File: src/pcap1_cfg.svh
/*
  Constants for the capture input one block: parameter addresses,
  widths and reset values, all as macros.
  Assumes it is included by bare name from the package and the modules.
*/
// Overview of operation
// - Count capture events caused by falling edges, unsigned 16 bit.
// - Count capture events caused by rising edges, unsigned 16 bit.
// - Count every capture event, whatever its edge, unsigned 16 bit.
// - Activating the capture input clears all event counters to zero.
// - Each capture latches actual motor position into signed 32-bit register.
// - Position setting or reference move shifts stored positions too.
// - Reading snapshot counter copies captured into snapshot position.
// - Snapshot position ignores captures until next snapshot count read.
// - Keep separate positions latched at last rising and last falling edge.
`ifndef PCAP1_CFG_SVH
`define PCAP1_CFG_SVH

////////////////////////////////////////////////////////////////////////
// Widths
`define PCAP1_ADDR_W 16
`define PCAP1_DATA_W 32
`define PCAP1_CNT_W 16
`define PCAP1_POS_W 32

////////////////////////////////////////////////////////////////////////
// Parameter addresses, as printed
`define PCAP1_ADDR_POS 16'h0a0c
`define PCAP1_ADDR_TOTAL 16'h0a10
`define PCAP1_ADDR_SNAP_CNT 16'h0a2e
`define PCAP1_ADDR_SNAP_POS 16'h0a30
`define PCAP1_ADDR_RISE_CNT 16'h0a56
`define PCAP1_ADDR_FALL_CNT 16'h0a58
`define PCAP1_ADDR_POS_RISE 16'h0a4a
`define PCAP1_ADDR_POS_FALL 16'h0a4c

////////////////////////////////////////////////////////////////////////
// Reset values and the counter step
`define PCAP1_CNT_RST 16'h0000
`define PCAP1_POS_RST 32'h0000_0000
`define PCAP1_DATA_RST 32'h0000_0000
`define PCAP1_CNT_ONE 16'h0001

`endif

File: src/pcap1_pkg.sv
/*
  Types for the capture input one block.
  Assumes pcap1_cfg.svh is on the include path.
*/
`include "pcap1_cfg.svh"

package pcap1_pkg;

  // Event counter and position words
  typedef logic [`PCAP1_CNT_W-1:0] pcap1_cnt_t;
  typedef logic signed [`PCAP1_POS_W-1:0] pcap1_pos_t;
  typedef logic [`PCAP1_DATA_W-1:0] pcap1_data_t;
  typedef logic [`PCAP1_ADDR_W-1:0] pcap1_addr_t;

  // Which parameter a read address selects
  typedef enum logic [3:0] {
    PCAP1_SEL_NONE,
    PCAP1_SEL_POS,
    PCAP1_SEL_TOTAL,
    PCAP1_SEL_SNAP_CNT,
    PCAP1_SEL_SNAP_POS,
    PCAP1_SEL_RISE_CNT,
    PCAP1_SEL_FALL_CNT,
    PCAP1_SEL_POS_RISE,
    PCAP1_SEL_POS_FALL
  } pcap1_sel_t;

endpackage : pcap1_pkg

File: src/pcap1_edge.sv
/*
  Synchroniser and edge detector for the capture pin.
  Assumes the pin is asynchronous to clk; outputs are one-cycle pulses.
*/
`timescale 1ns/1ps

module pcap1_edge (
  // Clock and reset
  input wire logic clk,
  input wire logic rst,
  // Raw capture pin
  input wire logic pin,
  // Edge pulses
  output logic rise,
  output logic fall
);

  logic sync1_q, sync1_d;
  logic sync2_q, sync2_d;
  logic prev_q, prev_d;
  logic rise_q, rise_d;
  logic fall_q, fall_d;

  ////////////////////////////////////////////////////////////////////
  // Only sync2 is looked at; sync1 may be metastable
  always_comb begin
    sync1_d = pin;
    sync2_d = sync1_q;
    prev_d = sync2_q;
    rise_d = sync2_q & ~prev_q;
    fall_d = ~sync2_q & prev_q;
  end

  // Registers; pin assumed low at reset, so no false edge
  always_ff @(posedge clk or posedge rst) begin
    if (rst) begin
      sync1_q <= 1'b0;
      sync2_q <= 1'b0;
      prev_q <= 1'b0;
      rise_q <= 1'b0;
      fall_q <= 1'b0;
    end else begin
      sync1_q <= sync1_d;
      sync2_q <= sync2_d;
      prev_q <= prev_d;
      rise_q <= rise_d;
      fall_q <= fall_d;
    end
  end

  assign rise = rise_q;
  assign fall = fall_q;

endmodule : pcap1_edge

File: src/pcap1_top.sv
/*
  Capture input one: position latches, event counters and the
  consistent snapshot pair, read as parameters by address.
  Assumes act_pos, cap_enable and the frame shift come from logic on
  clk; only the capture pin is asynchronous.
*/
`timescale 1ns/1ps
`include "pcap1_cfg.svh"

module pcap1_top (
  // Clock and reset
  input wire logic clk,
  input wire logic rst,
  // Capture pin and its configuration
  input wire logic cap_pin,
  input wire logic cap_enable,
  input wire logic cap_on_rise,
  input wire logic cap_on_fall,
  // Motor position in user units
  input wire pcap1_pkg::pcap1_pos_t act_pos,
  // Position setting or reference movement: frame shift
  input wire logic frame_shift,
  input wire pcap1_pkg::pcap1_pos_t frame_delta,
  // Parameter read port
  input wire logic rd_req,
  input wire pcap1_pkg::pcap1_addr_t rd_addr,
  output pcap1_pkg::pcap1_data_t rd_data,
  output logic rd_valid,
  output logic rd_err,
  // Capture activity
  output logic cap_event
);

  ////////////////////////////////////////////////////////////////////
  // Helpers

  // Wrapping counter step
  function automatic pcap1_pkg::pcap1_cnt_t cnt_inc(
    input pcap1_pkg::pcap1_cnt_t v
  );
    cnt_inc = v + `PCAP1_CNT_ONE;
  endfunction : cnt_inc

  // Move a stored position into the new reference frame
  function automatic pcap1_pkg::pcap1_pos_t pos_move(
    input pcap1_pkg::pcap1_pos_t v,
    input pcap1_pkg::pcap1_pos_t delta
  );
    pos_move = v + delta;
  endfunction : pos_move

  // Address decode
  function automatic pcap1_pkg::pcap1_sel_t sel_of(
    input pcap1_pkg::pcap1_addr_t a
  );
    if (a == `PCAP1_ADDR_POS) begin
      sel_of = pcap1_pkg::PCAP1_SEL_POS;
    end else if (a == `PCAP1_ADDR_TOTAL) begin
      sel_of = pcap1_pkg::PCAP1_SEL_TOTAL;
    end else if (a == `PCAP1_ADDR_SNAP_CNT) begin
      sel_of = pcap1_pkg::PCAP1_SEL_SNAP_CNT;
    end else if (a == `PCAP1_ADDR_SNAP_POS) begin
      sel_of = pcap1_pkg::PCAP1_SEL_SNAP_POS;
    end else if (a == `PCAP1_ADDR_RISE_CNT) begin
      sel_of = pcap1_pkg::PCAP1_SEL_RISE_CNT;
    end else if (a == `PCAP1_ADDR_FALL_CNT) begin
      sel_of = pcap1_pkg::PCAP1_SEL_FALL_CNT;
    end else if (a == `PCAP1_ADDR_POS_RISE) begin
      sel_of = pcap1_pkg::PCAP1_SEL_POS_RISE;
    end else if (a == `PCAP1_ADDR_POS_FALL) begin
      sel_of = pcap1_pkg::PCAP1_SEL_POS_FALL;
    end else begin
      sel_of = pcap1_pkg::PCAP1_SEL_NONE;
    end
  endfunction : sel_of

  // Widen a counter into a data word, upper bits zero
  function automatic pcap1_pkg::pcap1_data_t cnt_word(
    input pcap1_pkg::pcap1_cnt_t v
  );
    cnt_word = {{(`PCAP1_DATA_W-`PCAP1_CNT_W){1'b0}}, v};
  endfunction : cnt_word

  ////////////////////////////////////////////////////////////////////
  // Edge detection on the synchronised pin

  logic pin_rise;
  logic pin_fall;

  pcap1_edge pcap1_edge_i (
    .clk(clk),
    .rst(rst),
    .pin(cap_pin),
    .rise(pin_rise),
    .fall(pin_fall)
  );

  ////////////////////////////////////////////////////////////////////
  // Activation tracking and event qualification

  logic en_q, en_d;
  logic activate;
  logic ev_rise;
  logic ev_fall;
  logic ev_any;

  // Events count only once the input has been active a full cycle,
  // so the clear on activation never races a count
  always_comb begin
    en_d = cap_enable;
    activate = cap_enable & ~en_q;
    ev_rise = en_q & cap_enable & cap_on_rise & pin_rise;
    ev_fall = en_q & cap_enable & cap_on_fall & pin_fall;
    ev_any = ev_rise | ev_fall;
  end

  always_ff @(posedge clk or posedge rst) begin
    if (rst) begin
      en_q <= 1'b0;
    end else begin
      en_q <= en_d;
    end
  end

  ////////////////////////////////////////////////////////////////////
  // Event counters

  pcap1_pkg::pcap1_cnt_t total_q, total_d;
  pcap1_pkg::pcap1_cnt_t rise_cnt_q, rise_cnt_d;
  pcap1_pkg::pcap1_cnt_t fall_cnt_q, fall_cnt_d;

  always_comb begin
    total_d = total_q;
    rise_cnt_d = rise_cnt_q;
    fall_cnt_d = fall_cnt_q;
    if (activate) begin
      total_d = `PCAP1_CNT_RST;
      rise_cnt_d = `PCAP1_CNT_RST;
      fall_cnt_d = `PCAP1_CNT_RST;
    end else begin
      if (ev_any) begin
        total_d = cnt_inc(total_q);
      end
      if (ev_rise) begin
        rise_cnt_d = cnt_inc(rise_cnt_q);
      end
      if (ev_fall) begin
        fall_cnt_d = cnt_inc(fall_cnt_q);
      end
    end
  end

  always_ff @(posedge clk or posedge rst) begin
    if (rst) begin
      total_q <= `PCAP1_CNT_RST;
      rise_cnt_q <= `PCAP1_CNT_RST;
      fall_cnt_q <= `PCAP1_CNT_RST;
    end else begin
      total_q <= total_d;
      rise_cnt_q <= rise_cnt_d;
      fall_cnt_q <= fall_cnt_d;
    end
  end

  ////////////////////////////////////////////////////////////////////
  // Captured positions and snapshot

  pcap1_pkg::pcap1_pos_t pos_q, pos_d;
  pcap1_pkg::pcap1_pos_t pos_rise_q, pos_rise_d;
  pcap1_pkg::pcap1_pos_t pos_fall_q, pos_fall_d;
  pcap1_pkg::pcap1_pos_t snap_pos_q, snap_pos_d;
  pcap1_pkg::pcap1_sel_t req_sel;
  logic snap_take;

  // A capture in the shift cycle wins: act_pos is already in the new
  // frame, so shifting it again would double the delta
  always_comb begin
    req_sel = sel_of(rd_addr);
    snap_take = rd_req & (req_sel == pcap1_pkg::PCAP1_SEL_SNAP_CNT);
    pos_d = pos_q;
    pos_rise_d = pos_rise_q;
    pos_fall_d = pos_fall_q;
    snap_pos_d = snap_pos_q;
    if (frame_shift) begin
      pos_d = pos_move(pos_q, frame_delta);
      pos_rise_d = pos_move(pos_rise_q, frame_delta);
      pos_fall_d = pos_move(pos_fall_q, frame_delta);
      snap_pos_d = pos_move(snap_pos_q, frame_delta);
    end
    if (ev_any) begin
      pos_d = act_pos;
    end
    if (ev_rise) begin
      pos_rise_d = act_pos;
    end
    if (ev_fall) begin
      pos_fall_d = act_pos;
    end
    if (snap_take) begin
      snap_pos_d = frame_shift ? pos_move(pos_q, frame_delta) : pos_q;
    end
  end

  always_ff @(posedge clk or posedge rst) begin
    if (rst) begin
      pos_q <= `PCAP1_POS_RST;
      pos_rise_q <= `PCAP1_POS_RST;
      pos_fall_q <= `PCAP1_POS_RST;
      snap_pos_q <= `PCAP1_POS_RST;
    end else begin
      pos_q <= pos_d;
      pos_rise_q <= pos_rise_d;
      pos_fall_q <= pos_fall_d;
      snap_pos_q <= snap_pos_d;
    end
  end

  ////////////////////////////////////////////////////////////////////
  // Read port: answer one cycle after the request

  pcap1_pkg::pcap1_data_t rd_data_q, rd_data_d;
  logic rd_valid_q, rd_valid_d;
  logic rd_err_q, rd_err_d;
  logic cap_event_q, cap_event_d;

  // Values are those before this cycle's update, so the snapshot
  // counter and the copied position describe the same moment
  always_comb begin
    rd_valid_d = rd_req;
    rd_err_d = 1'b0;
    rd_data_d = `PCAP1_DATA_RST;
    cap_event_d = ev_any;
    if (rd_req) begin
      case (req_sel)
        pcap1_pkg::PCAP1_SEL_POS: begin
          rd_data_d = pos_q;
        end
        pcap1_pkg::PCAP1_SEL_TOTAL: begin
          rd_data_d = cnt_word(total_q);
        end
        pcap1_pkg::PCAP1_SEL_SNAP_CNT: begin
          rd_data_d = cnt_word(total_q);
        end
        pcap1_pkg::PCAP1_SEL_SNAP_POS: begin
          rd_data_d = snap_pos_q;
        end
        pcap1_pkg::PCAP1_SEL_RISE_CNT: begin
          rd_data_d = cnt_word(rise_cnt_q);
        end
        pcap1_pkg::PCAP1_SEL_FALL_CNT: begin
          rd_data_d = cnt_word(fall_cnt_q);
        end
        pcap1_pkg::PCAP1_SEL_POS_RISE: begin
          rd_data_d = pos_rise_q;
        end
        pcap1_pkg::PCAP1_SEL_POS_FALL: begin
          rd_data_d = pos_fall_q;
        end
        default: begin
          rd_err_d = 1'b1; // Unmapped address, data zero
        end
      endcase
    end
  end

  always_ff @(posedge clk or posedge rst) begin
    if (rst) begin
      rd_data_q <= `PCAP1_DATA_RST;
      rd_valid_q <= 1'b0;
      rd_err_q <= 1'b0;
      cap_event_q <= 1'b0;
    end else begin
      rd_data_q <= rd_data_d;
      rd_valid_q <= rd_valid_d;
      rd_err_q <= rd_err_d;
      cap_event_q <= cap_event_d;
    end
  end

  ////////////////////////////////////////////////////////////////////
  // Outputs straight from flip-flops
  assign rd_data = rd_data_q;
  assign rd_valid = rd_valid_q;
  assign rd_err = rd_err_q;
  assign cap_event = cap_event_q;

endmodule : pcap1_top

File: config.mk
export PLATFORM = sky130hd
export DESIGN_NAME = pcap1_top
export DESIGN_NICKNAME = d
export VERILOG_FILES = /design/src/pcap1_pkg.sv /design/src/pcap1_edge.sv /design/src/pcap1_top.sv
export VERILOG_INCLUDE_DIRS = /design/src
export SDC_FILE = /design/constraint.sdc
export NUM_CORES = 1
export LEC_CHECK = 0
export BUFFER_PORTS_ARGS = -buffer_cell sky130_fd_sc_hd__buf_2
export CORE_UTILIZATION = 57
export CTS_BUF_LIST = sky130_fd_sc_hd__clkbuf_4 sky130_fd_sc_hd__clkbuf_8
export CTS_CLUSTER_SIZE = 14
export DETAILED_ROUTE_END_ITERATION = 8
export HOLD_SLACK_MARGIN = 0.06
export PLACE_DENSITY = 0.79
export SKIP_CTS_REPAIR_TIMING = 1
export SYNTH_ARGS = -nofsm -noshare
export SYNTH_HDL_FRONTEND = slang
export SYNTH_SLANG_ARGS = --single-unit
export TNS_END_PERCENT = 10
File: constraint.sdc
create_clock -name clk -period 6.6 [get_ports clk]
set_input_delay 0.66 -clock clk [delete_from_list [all_inputs] [get_ports clk]]
set_output_delay 0.66 -clock clk [all_outputs]
set_load 0.02 [all_outputs]
Word level (Yosys, flattened, before mapping)
Cells that the tools add are included.

Logic and storage cells: 87. Register bits after elaboration: 217. Input port bits: 88. Output and inout bits: 35.

Equal/unequal tests: 16. Reductions and logical operators: 8. Bitwise operators: 13. Multiplexer cells: 26. Add/sub/neg operators: 7.

Operators with widths (number): 2-to-1 mux 32 bit (9); case mux 32 bit (7 select lines) (1); adder 32 bit (4); equality test 16 x 12 -> 1 bit (second input constant) (8); 2-to-1 mux 16 bit (6); adder 16 x 1 -> 16 bit (second input constant) (3); 2-to-1 mux 4 bit (8); equality test 4 x 3 -> 1 bit (second input constant) (4); nonzero test 2 bit (6); bitwise AND 1 bit (9); equality test 4 x 2 -> 1 bit (second input constant) (2); OR reduction 8 bit (1); equality test 4 x 1 -> 1 bit (second input constant) (1); equality test 4 bit (second input constant) (1); NOT 1 bit (3); 2-to-1 mux 1 bit (2); OR reduction 2 bit (1); OR 1 bit (1).

Logic depth before layout (Yosys ltp)
Gate-level depths: netlist of the first run.

Depth in word-level cells: 13. Depth in mapped cells: 13.

By module
A second synthesis of the first run with hierarchy kept.

Cells, all modules: 1882. Area, all modules: 16195.5 um2.

By module, submodules not included: pcap1_top (cells each 1874, seq. area each 5305.1 um2, area an instance 16051.6 um2, instances 1); pcap1_edge (cells each 8, seq. area each 125.1 um2, area an instance 143.9 um2, instances 1).

Least setup slack after synthesis of the first run
No wires, ideal clock.

Path type: input -> register. From: in frame_delta[0]. To: reg snap_pos_q[30]. Setup slack: 3146 ps. Path buffers: 0. Required time: 6462 ps. Stages: 13. Arrival: 3315 ps. Path through: ha_1 inv_1 fa_1 nor2b_1 o31a_1 o41a_1 a41o_1 a221oi_4 o211ai_1 a31oi_1 nor2_1 xor2_1 mux4_2.

Longest elaborated chain between the ends: 3. Elaborated cells between the ends (all ways): 5. Classes of those cells: add/sub: 2; mux: 3.

RTL lines: from (decl) (RTL line pcap1_top.sv:23) `input wire pcap1_pkg::pcap1_pos_t frame_delta,`; adder 32 bit (RTL line pcap1_top.sv:49) `pos_move = v + delta;`; 2-to-1 mux 32 bit (RTL line pcap1_top.sv:184) `if (frame_shift) begin`; 2-to-1 mux 32 bit * (RTL line pcap1_top.sv:199) `if (snap_take) begin`; to (signal assigned) (RTL line pcap1_top.sv:209) `` snap_pos_q <= `PCAP1_POS_RST; ``; to (signal assigned) (RTL line pcap1_top.sv:214) `snap_pos_q <= snap_pos_d;`; to (decl) (RTL line pcap1_top.sv:171) `pcap1_pkg::pcap1_pos_t snap_pos_q, snap_pos_d;`.

Mark *: on every way between the ends. The rest lies on a longest branch, timed or not. The select of a mux whose other input is x is not followed. A chain may end at the register's enable or synchronous reset.

Final worst setup path of the first run
From: reg pos_rise_q[1]. To: reg pos_rise_q[31].

Longest elaborated chain between the ends: 3.

RTL lines: from (decl) (RTL line pcap1_top.sv:169) `pcap1_pkg::pcap1_pos_t pos_rise_q, pos_rise_d;`; from (signal assigned) (RTL line pcap1_top.sv:207) `` pos_rise_q <= `PCAP1_POS_RST; ``; from (signal assigned) (RTL line pcap1_top.sv:212) `pos_rise_q <= pos_rise_d;`; adder 32 bit (RTL line pcap1_top.sv:49); 2-to-1 mux 32 bit (RTL line pcap1_top.sv:184); 2-to-1 mux 32 bit (RTL line pcap1_top.sv:193) `if (ev_rise) begin`.

Every way passes these cells. The select of a mux whose other input is x is not followed.

==> impl_metrics.csv, run 1 <==
group,metric,value,unit
timing,tightest_slew,1.25,ns
final_layout,drive_gt1_frac,0.127,
grt,grt_start_max_net_pins,93,
placement,dp.final_hpwl,36500,microns
grt,grt_pass1_vias,14900,
power,p_seq_frac,0.269,
worst_setup_path,path_class,"flip-flop to flip-flop",
placement,dp_cells,2316,
worst_setup_path,worst-r2r-setup-slack,2.80,ns
worst_setup_path,cp-start-kind,"flip-flop",
timing,finalCritPeriodShare,0.575,
route,drt_wl_total,51300,microns
power,p_int,4.49,mW
final_layout,instances_no_fill,2389,
worst_setup_path,worstPathRequired,7.07,ns
synth,synth_cells,1885,
placement,place_congestion,0.973,
timing,drv_slew,0,
clock_network,clock_latency,0.55,ns
worst_setup_path,slowest_delay,0.52,ns
timing,skew,0.0173,ns
clock_network,cts_tree,"built",
synth,netlist_area,0.0161,sq mm
power,power_frac_clock,0.181,
power,swShare,0.438,
route,viasPerCell,6.57,
route,drt_iter0_markers,1800,
floorplan,io_pins,123,
status,status,"complete, no violations",
floorplan,dieArea,0.0290,sq mm
final_layout,area_growth_syn_to_layout,11.3,%
grt,antenna_found_initial,2,
worst_setup_path,critPathArrivalTime,4.27,ns
synth,yosys_warnings,0,
clock_network,clkTransAtPathRegs,0.06,ns
route,drc,0,
grt,grt.overflow.total,0,
final_layout,fin_util,0.645,
floorplan,dieHeight,170,microns
timing,finalCriticalPeriod,3.80,ns
worst_setup_path,endpoint_kind,"flip-flop",
timing,clock.fmax,0.263,GHz
timing,final.setup.tns,0,ns
synth,syn-num-nets,2104,
power,power_switching,3.50,mW
worst_setup_path,reg2regPathDepth,11,
grt,grt_first_pass_wirelength,79400,microns
synth,ys_seq_area_frac,0.336,
route,routedWlPerCell,21.5,microns
power,worst_ir_drop_vdd,0.171,mV
worst_setup_path,cpMaxStageDelayCell,"o211ai_1",
worst_setup_path,r2r-end,"pos_rise_q[31]",
worst_setup_path,r2r_start,"pos_rise_q[1]",
synth,synth_enable_flop_cells,0,
placement,portBuffers,122,
min_path,hold_path_class,"primary input to asynchronous set/reset pin",
synth,post_synth.cell_area_avg,8.57,sq um
grt,track_usage,0.352,
synth,synth-seq-cells,217,
synth,yosysUniqueCellTypes,61,
worst_setup_path,crit_fanout,5,
floorplan,die_w,170,microns
power,power.density,444,mW/mm^2
clock_network,cts_root_buf,"clkbuf_8",
synth,async_flop_share,1.00,
run,maxCapViolCount,0,
power,p_comb_frac,0.550,
clock_network,htreeDepth,2,
worst_setup_path,path_cells,"ha_1 -> a21o_1 -> a21oi_1 -> o21ai_0 -> a31oi_1 -> o211ai_1 -> nand4_1 -> nand4_1 -> and3_1 -> or4_1 -> a31oi_1",
timing,setup_viol,0,
timing,hold_ws,0.222,ns
power,total_leakage_power,8.08,nW
power,p_total,7.99,mW
floorplan,core,0.0279,sq mm
timing,rsz0062_at_grt,"no",
final_layout,layout.nets,2200,
route,vias,15700,
synth,synth_ff_type,"dfrtp_1",
timing,hold_viol_final,0,
clock_network,numCtsBuffers,41,
clock_network,cts_buffer_depth,3,
route,ant_nets,0,
floorplan,initial_core_util,0.580,
floorplan,rows,61,
timing,relSlewSlack,0.165,
route,drt_pass1_iterations,7,
clock_network,cts.sinks,217,
==> placed cells by master (no fill, tap or decap), drive strengths merged, types with 7 or more instances in the layout <==
| cell type | count |
|---|---|
| o21bai | 18 |
| nand2 | 207 |
| mux2 | 9 |
| nor2b | 29 |
| o211ai | 10 |
| and3 | 35 |
| o21ai | 145 |
| a22oi | 7 |
| xor2 | 52 |
| mux2i | 47 |
| o21a | 13 |
| clkbuf | 64 |
| a21o | 53 |
| buf | 141 |
| nor3 | 26 |
| a222oi | 48 |
| nor2 | 147 |
| a31oi | 43 |
| xnor2 | 75 |
| and2 | 8 |
| or2 | 8 |
| a211oi | 24 |
| nand3 | 43 |
| nand4 | 31 |
| mux4 | 7 |
| or3 | 25 |
| nand2b | 11 |
| nor3b | 8 |
| a21oi | 206 |
| inv | 45 |
| dfrtp | 217 |
| ha | 127 |
==> metrics by stage <==
step	cell area (sq um)	worst slack, ns
floorplan	16100	0.00400
global placement	17100	2.60
detailed placement	17100	2.54
CTS	18000	2.89
global route	18000	2.57
finish	18000	2.80
==> cells in the mapped netlist, drive strengths merged (24+ instances only) <==
cell    count  share of area
xor2       52          0.028
nor2b      29          0.011
inv        45          0.010
a222oi     48          0.030
a21oi     206          0.064
mux2i      47          0.029
a31oi      43          0.017
xnor2      75          0.041
or3        25         0.0097
and3       35          0.014
nand2     207          0.048
ha        127          0.098
nand4      31          0.012
dfrtp     217           0.34
a21o       53          0.025
a211oi     24          0.011
clkbuf     76          0.018
o21ai     145          0.045
nand3      43          0.013
nor3       26         0.0081
nor2      147          0.034
==> worst max path at each step <==
stage | from | end | slack [ns] | depth (start not counted)
2_1_floorplan | rst | cap_event | 0.004 | 1
3_3_place_gp | frame_delta[0] | snap_pos_q[30] | 2.60 | 14
3_5_place_dp | frame_delta[0] | snap_pos_q[30] | 2.54 | 14
4_1_cts | pos_q[0] | snap_pos_q[30] | 2.89 | 13
5_1_grt | pos_q[0] | snap_pos_q[30] | 2.57 | 13
6_report | pos_rise_q[1] | pos_rise_q[31] | 2.80 | 11
==> power groups by stage <==
stage | Clock, mW | Sequential [mW] | Combinational [mW]
floorplan | 0 | 2.01 | 3.36
global placement | 0 | 2.13 | 4.15
CTS | 1.45 | 2.12 | 4.30
detailed placement | 0 | 2.14 | 4.25
global route | 1.51 | 2.18 | 4.83
finish | 1.44 | 2.15 | 4.39
==> critical path: cells and delay by family (launching register included) <==
kind,cells,cell delay (ns)
AOI/OAI and AO/OA,6,1.90
adders and majority gates,1,0.29
DFF,1,0.42
and+or+nand+nor,4,1.11
==> layout make-up <==
cell class	instances	area (sq um)
repair buffers	141	756
diodes	1	2.50
inverters	45	176
clock buffers	64	800
multi-input cells	1535	10200
fillers	2343	9880
clock inverters	8	92.6
flip-flops and latches	217	5430
well taps	378	473
==> flip-flops by register name, summed over array words and instances (netlist names) <==
signal / cells
pcap1_edge_i.prev_q: 1
pcap1_edge_i.sync1_q: 1
pos_fall_q: 32
pos_rise_q: 32
fall_cnt_q: 16
rd_err: 1
rd_data: 32
pos_q: 32
en_q: 1
total_q: 16
rd_valid: 1
rise_cnt_q: 16
pcap1_edge_i.fall: 1
cap_event: 1
pcap1_edge_i.prev_d: 1
pcap1_edge_i.rise: 1
snap_pos_q: 32
==> metal layers <==
metal  share of wire  global-route usage  vias up
met3            0.11              0.0840      130
li1                -                   -     7155
met5         0.00025                   0        -
met1            0.41               0.473     7537
met4           0.032               0.135        2
met2            0.44               0.547      882
==> cell families (layout without fill, tap and decap cells) <==
family,Yosys count,after routing,synth area share
AOI/OAI and AO/OA,614,614,0.240
xor gates and xnor gates,127,127,0.0689
adders and majority gates,131,131,0.103
buffers and inverters,133,258,0.0309
DFF,217,217,0.336
muxes,63,63,0.0452
other,0,1,0
and+or+nand+nor,600,600,0.175
Power figures use the tool's default switching activity.
==> inputs of run 2 (changes only) <==
==> constraint.sdc (replaced) <==
create_clock -name clk -period 3.35 [get_ports clk]
set_input_delay 0.335 -clock clk [delete_from_list [all_inputs] [get_ports clk]]
set_output_delay 0.335 -clock clk [all_outputs]
set_load 0.02 [all_outputs]
==> impl_metrics.csv, run 2 (synthesized netlist as in run 1, its figures left out) <==
group,metric,value,unit
placement,portBuffers,122,
worst_setup_path,cp-start-kind,"flip-flop",
route,viasPerCell,6.52,
timing,tightest_slew,1.20,ns
final_layout,area_growth_syn_to_layout,17.2,%
timing,hold_ws,0.0370,ns
final_layout,stdcell_area,0.0189,sq mm
route,vias,16300,
run,maxCapViolCount,0,
clock_network,numCtsBuffers,41,
power,total_leakage_power,8.60,nW
power,power_switching,7.15,mW
timing,skew,0.0220,ns
power,power_frac_clock,0.168,
timing,clock.fmax,0.299,GHz
grt,grt_first_pass_wirelength,83600,microns
worst_setup_path,path_cells,"ha_2 -> inv_2 -> fa_2 -> nor2b_1 -> o31a_1 -> o41a_1 -> a41o_1 -> a221oi_4 -> o211ai_1 -> a31oi_1 -> nor2_1 -> xor2_1 -> mux4_2",
grt,grt_start_max_net_pins,86,
worst_setup_path,slowest_delay,0.45,ns
final_layout,mostFrequentLayoutCells,"217 x dfrtp_1, 207 x nand2_1, 204 x a21oi_1",
power,power.density,866,mW/mm^2
power,p_int,9.24,mW
power,p_seq_frac,0.262,
route,drt_wl_total,53400,microns
clock_network,htreeDepth,2,
worst_setup_path,crit_fanout,2,
final_layout,instances_no_fill,2499,
clock_network,cts_root_buf,"clkbuf_8",
timing,hold_viol_final,0,
floorplan,io_pins,123,
route,drt_iter0_markers,2114,
clock_network,clkTransAtPathRegs,0.06,ns
route,drt_pass1_iterations,7,
power,worst_ir_drop_vdd,0.349,mV
route,drc,0,
status,status,"complete, no violations",
floorplan,core,0.0279,sq mm
min_path,hold_path_class,"primary input to flip-flop",
timing,drv_slew,0,
worst_setup_path,critPathArrivalTime,3.76,ns
timing,relSlewSlack,0.196,
route,routedWlPerCell,21.4,microns
grt,track_usage,0.369,
power,p_comb_frac,0.570,
final_layout,layout.nets,2312,
grt,antenna_found_initial,1,
timing,finalCritPeriodShare,0.998,
worst_setup_path,path_class,"flip-flop to flip-flop",
clock_network,cts_buffer_depth,3,
worst_setup_path,worstPathRequired,3.77,ns
floorplan,dieHeight,170,microns
route,ant_nets,0,
placement,place_congestion,1.01,
placement,dp.final_hpwl,38600,microns
clock_network,cts.sinks,217,
grt,grt_pass1_vias,15500,
final_layout,fin_util,0.679,
timing,setup_viol,0,
floorplan,die_w,170,microns
floorplan,initial_core_util,0.580,
placement,placed_area,0.0178,sq mm
timing,finalCriticalPeriod,3.34,ns
clock_network,clock_latency,0.57,ns
floorplan,dieArea,0.0290,sq mm
final_layout,mostFrequentLayoutCell,"dfrtp_1",
worst_setup_path,cpMaxStageDelayCell,"mux4_2",
timing,rsz0062_at_grt,"yes",
floorplan,rows,61,
worst_setup_path,endpoint_kind,"flip-flop",
final_layout,drive_gt1_frac,0.167,
clock_network,cts_tree,"built",
placement,dp_cells,2402,
power,swShare,0.436,
grt,grt.overflow.total,0,
==> run 2: changes by cell type in the layout (fill, tap and decap cells not counted), moves of 3 or more <==
cell	previous run	this run
dlygate4sd3_1	0	22
buf_4	20	106
o21ai_0	145	142
clkbuf_4	13	8
buf_12	0	4
o21ai_1	0	3
clkbuf_8	51	55
==> run 2: layout make-up <==
type                    count  area, sq um
fillers                  2265         8930
clock inverters             7         40.0
inverters                  45          173
clock buffers              63          817
well taps                 378          473
repair buffers            253         1700
flip-flops and latches    217         5430
multi-input cells        1535        10300
diodes                      1         2.50
==> run 2: worst max-delay path, delay by kind of cell (launching register included) <==
family | cells | cell delay [ns]
simple gates | 2 | 0.13
buf+inv | 1 | 0.06
flops | 1 | 0.38
fa+ha+maj | 2 | 0.38
mux | 1 | 0.45
xor+xnor | 1 | 0.13
compound gates | 6 | 1.67
==> run 2: power groups by stage <==
stage               clock [mW]  sequential (mW)  combinational (mW)
finish                    2.75             4.30                9.34
detailed placement           0             4.28                8.92
CTS                       2.77             4.24                9.04
global route              2.89             4.34                10.3
floorplan                    0             3.96                6.62
global placement             0             4.24                8.70
==> run 2: through the flow <==
stage / TNS (ns) / power (mW) / setup WS, ns
after floorplan: 0 / 10.6 / 0.189
after global placement: -0.0603 / 12.9 / -0.0304
after detailed placement: -0.465 / 13.2 / -0.120
after CTS: -0.0445 / 16.0 / -0.0156
after global routing: -0.345 / 17.5 / -0.127
final: 0 / 16.4 / 0.00776
==> run 2: routing by layer <==
metal,global-route usage,part of all wire
met1,0.501,0.41
met2,0.580,0.45
met3,0.0714,0.099
met4,0.140,0.038
met5,0,0
==> run 2: final timing paths <==
check / from / end / slack, ns / cells past startpoint
worst max-delay path: snap_pos_q[0] / snap_pos_q[30] / 0.008 / 13
worst min-delay path: act_pos[10] / pos_fall_q[10] / 0.04 / 3
worst max register to register: snap_pos_q[0] / snap_pos_q[30] / 0.008 / 13
worst min register to register: pcap1_edge_i.sync1_q / pcap1_edge_i.prev_d / 0.36 / 0
max in group asynchronous: rst / pos_rise_q[17] / 1.93 / 4
min in group asynchronous: rst / pos_fall_q[5] / 0.48 / 3
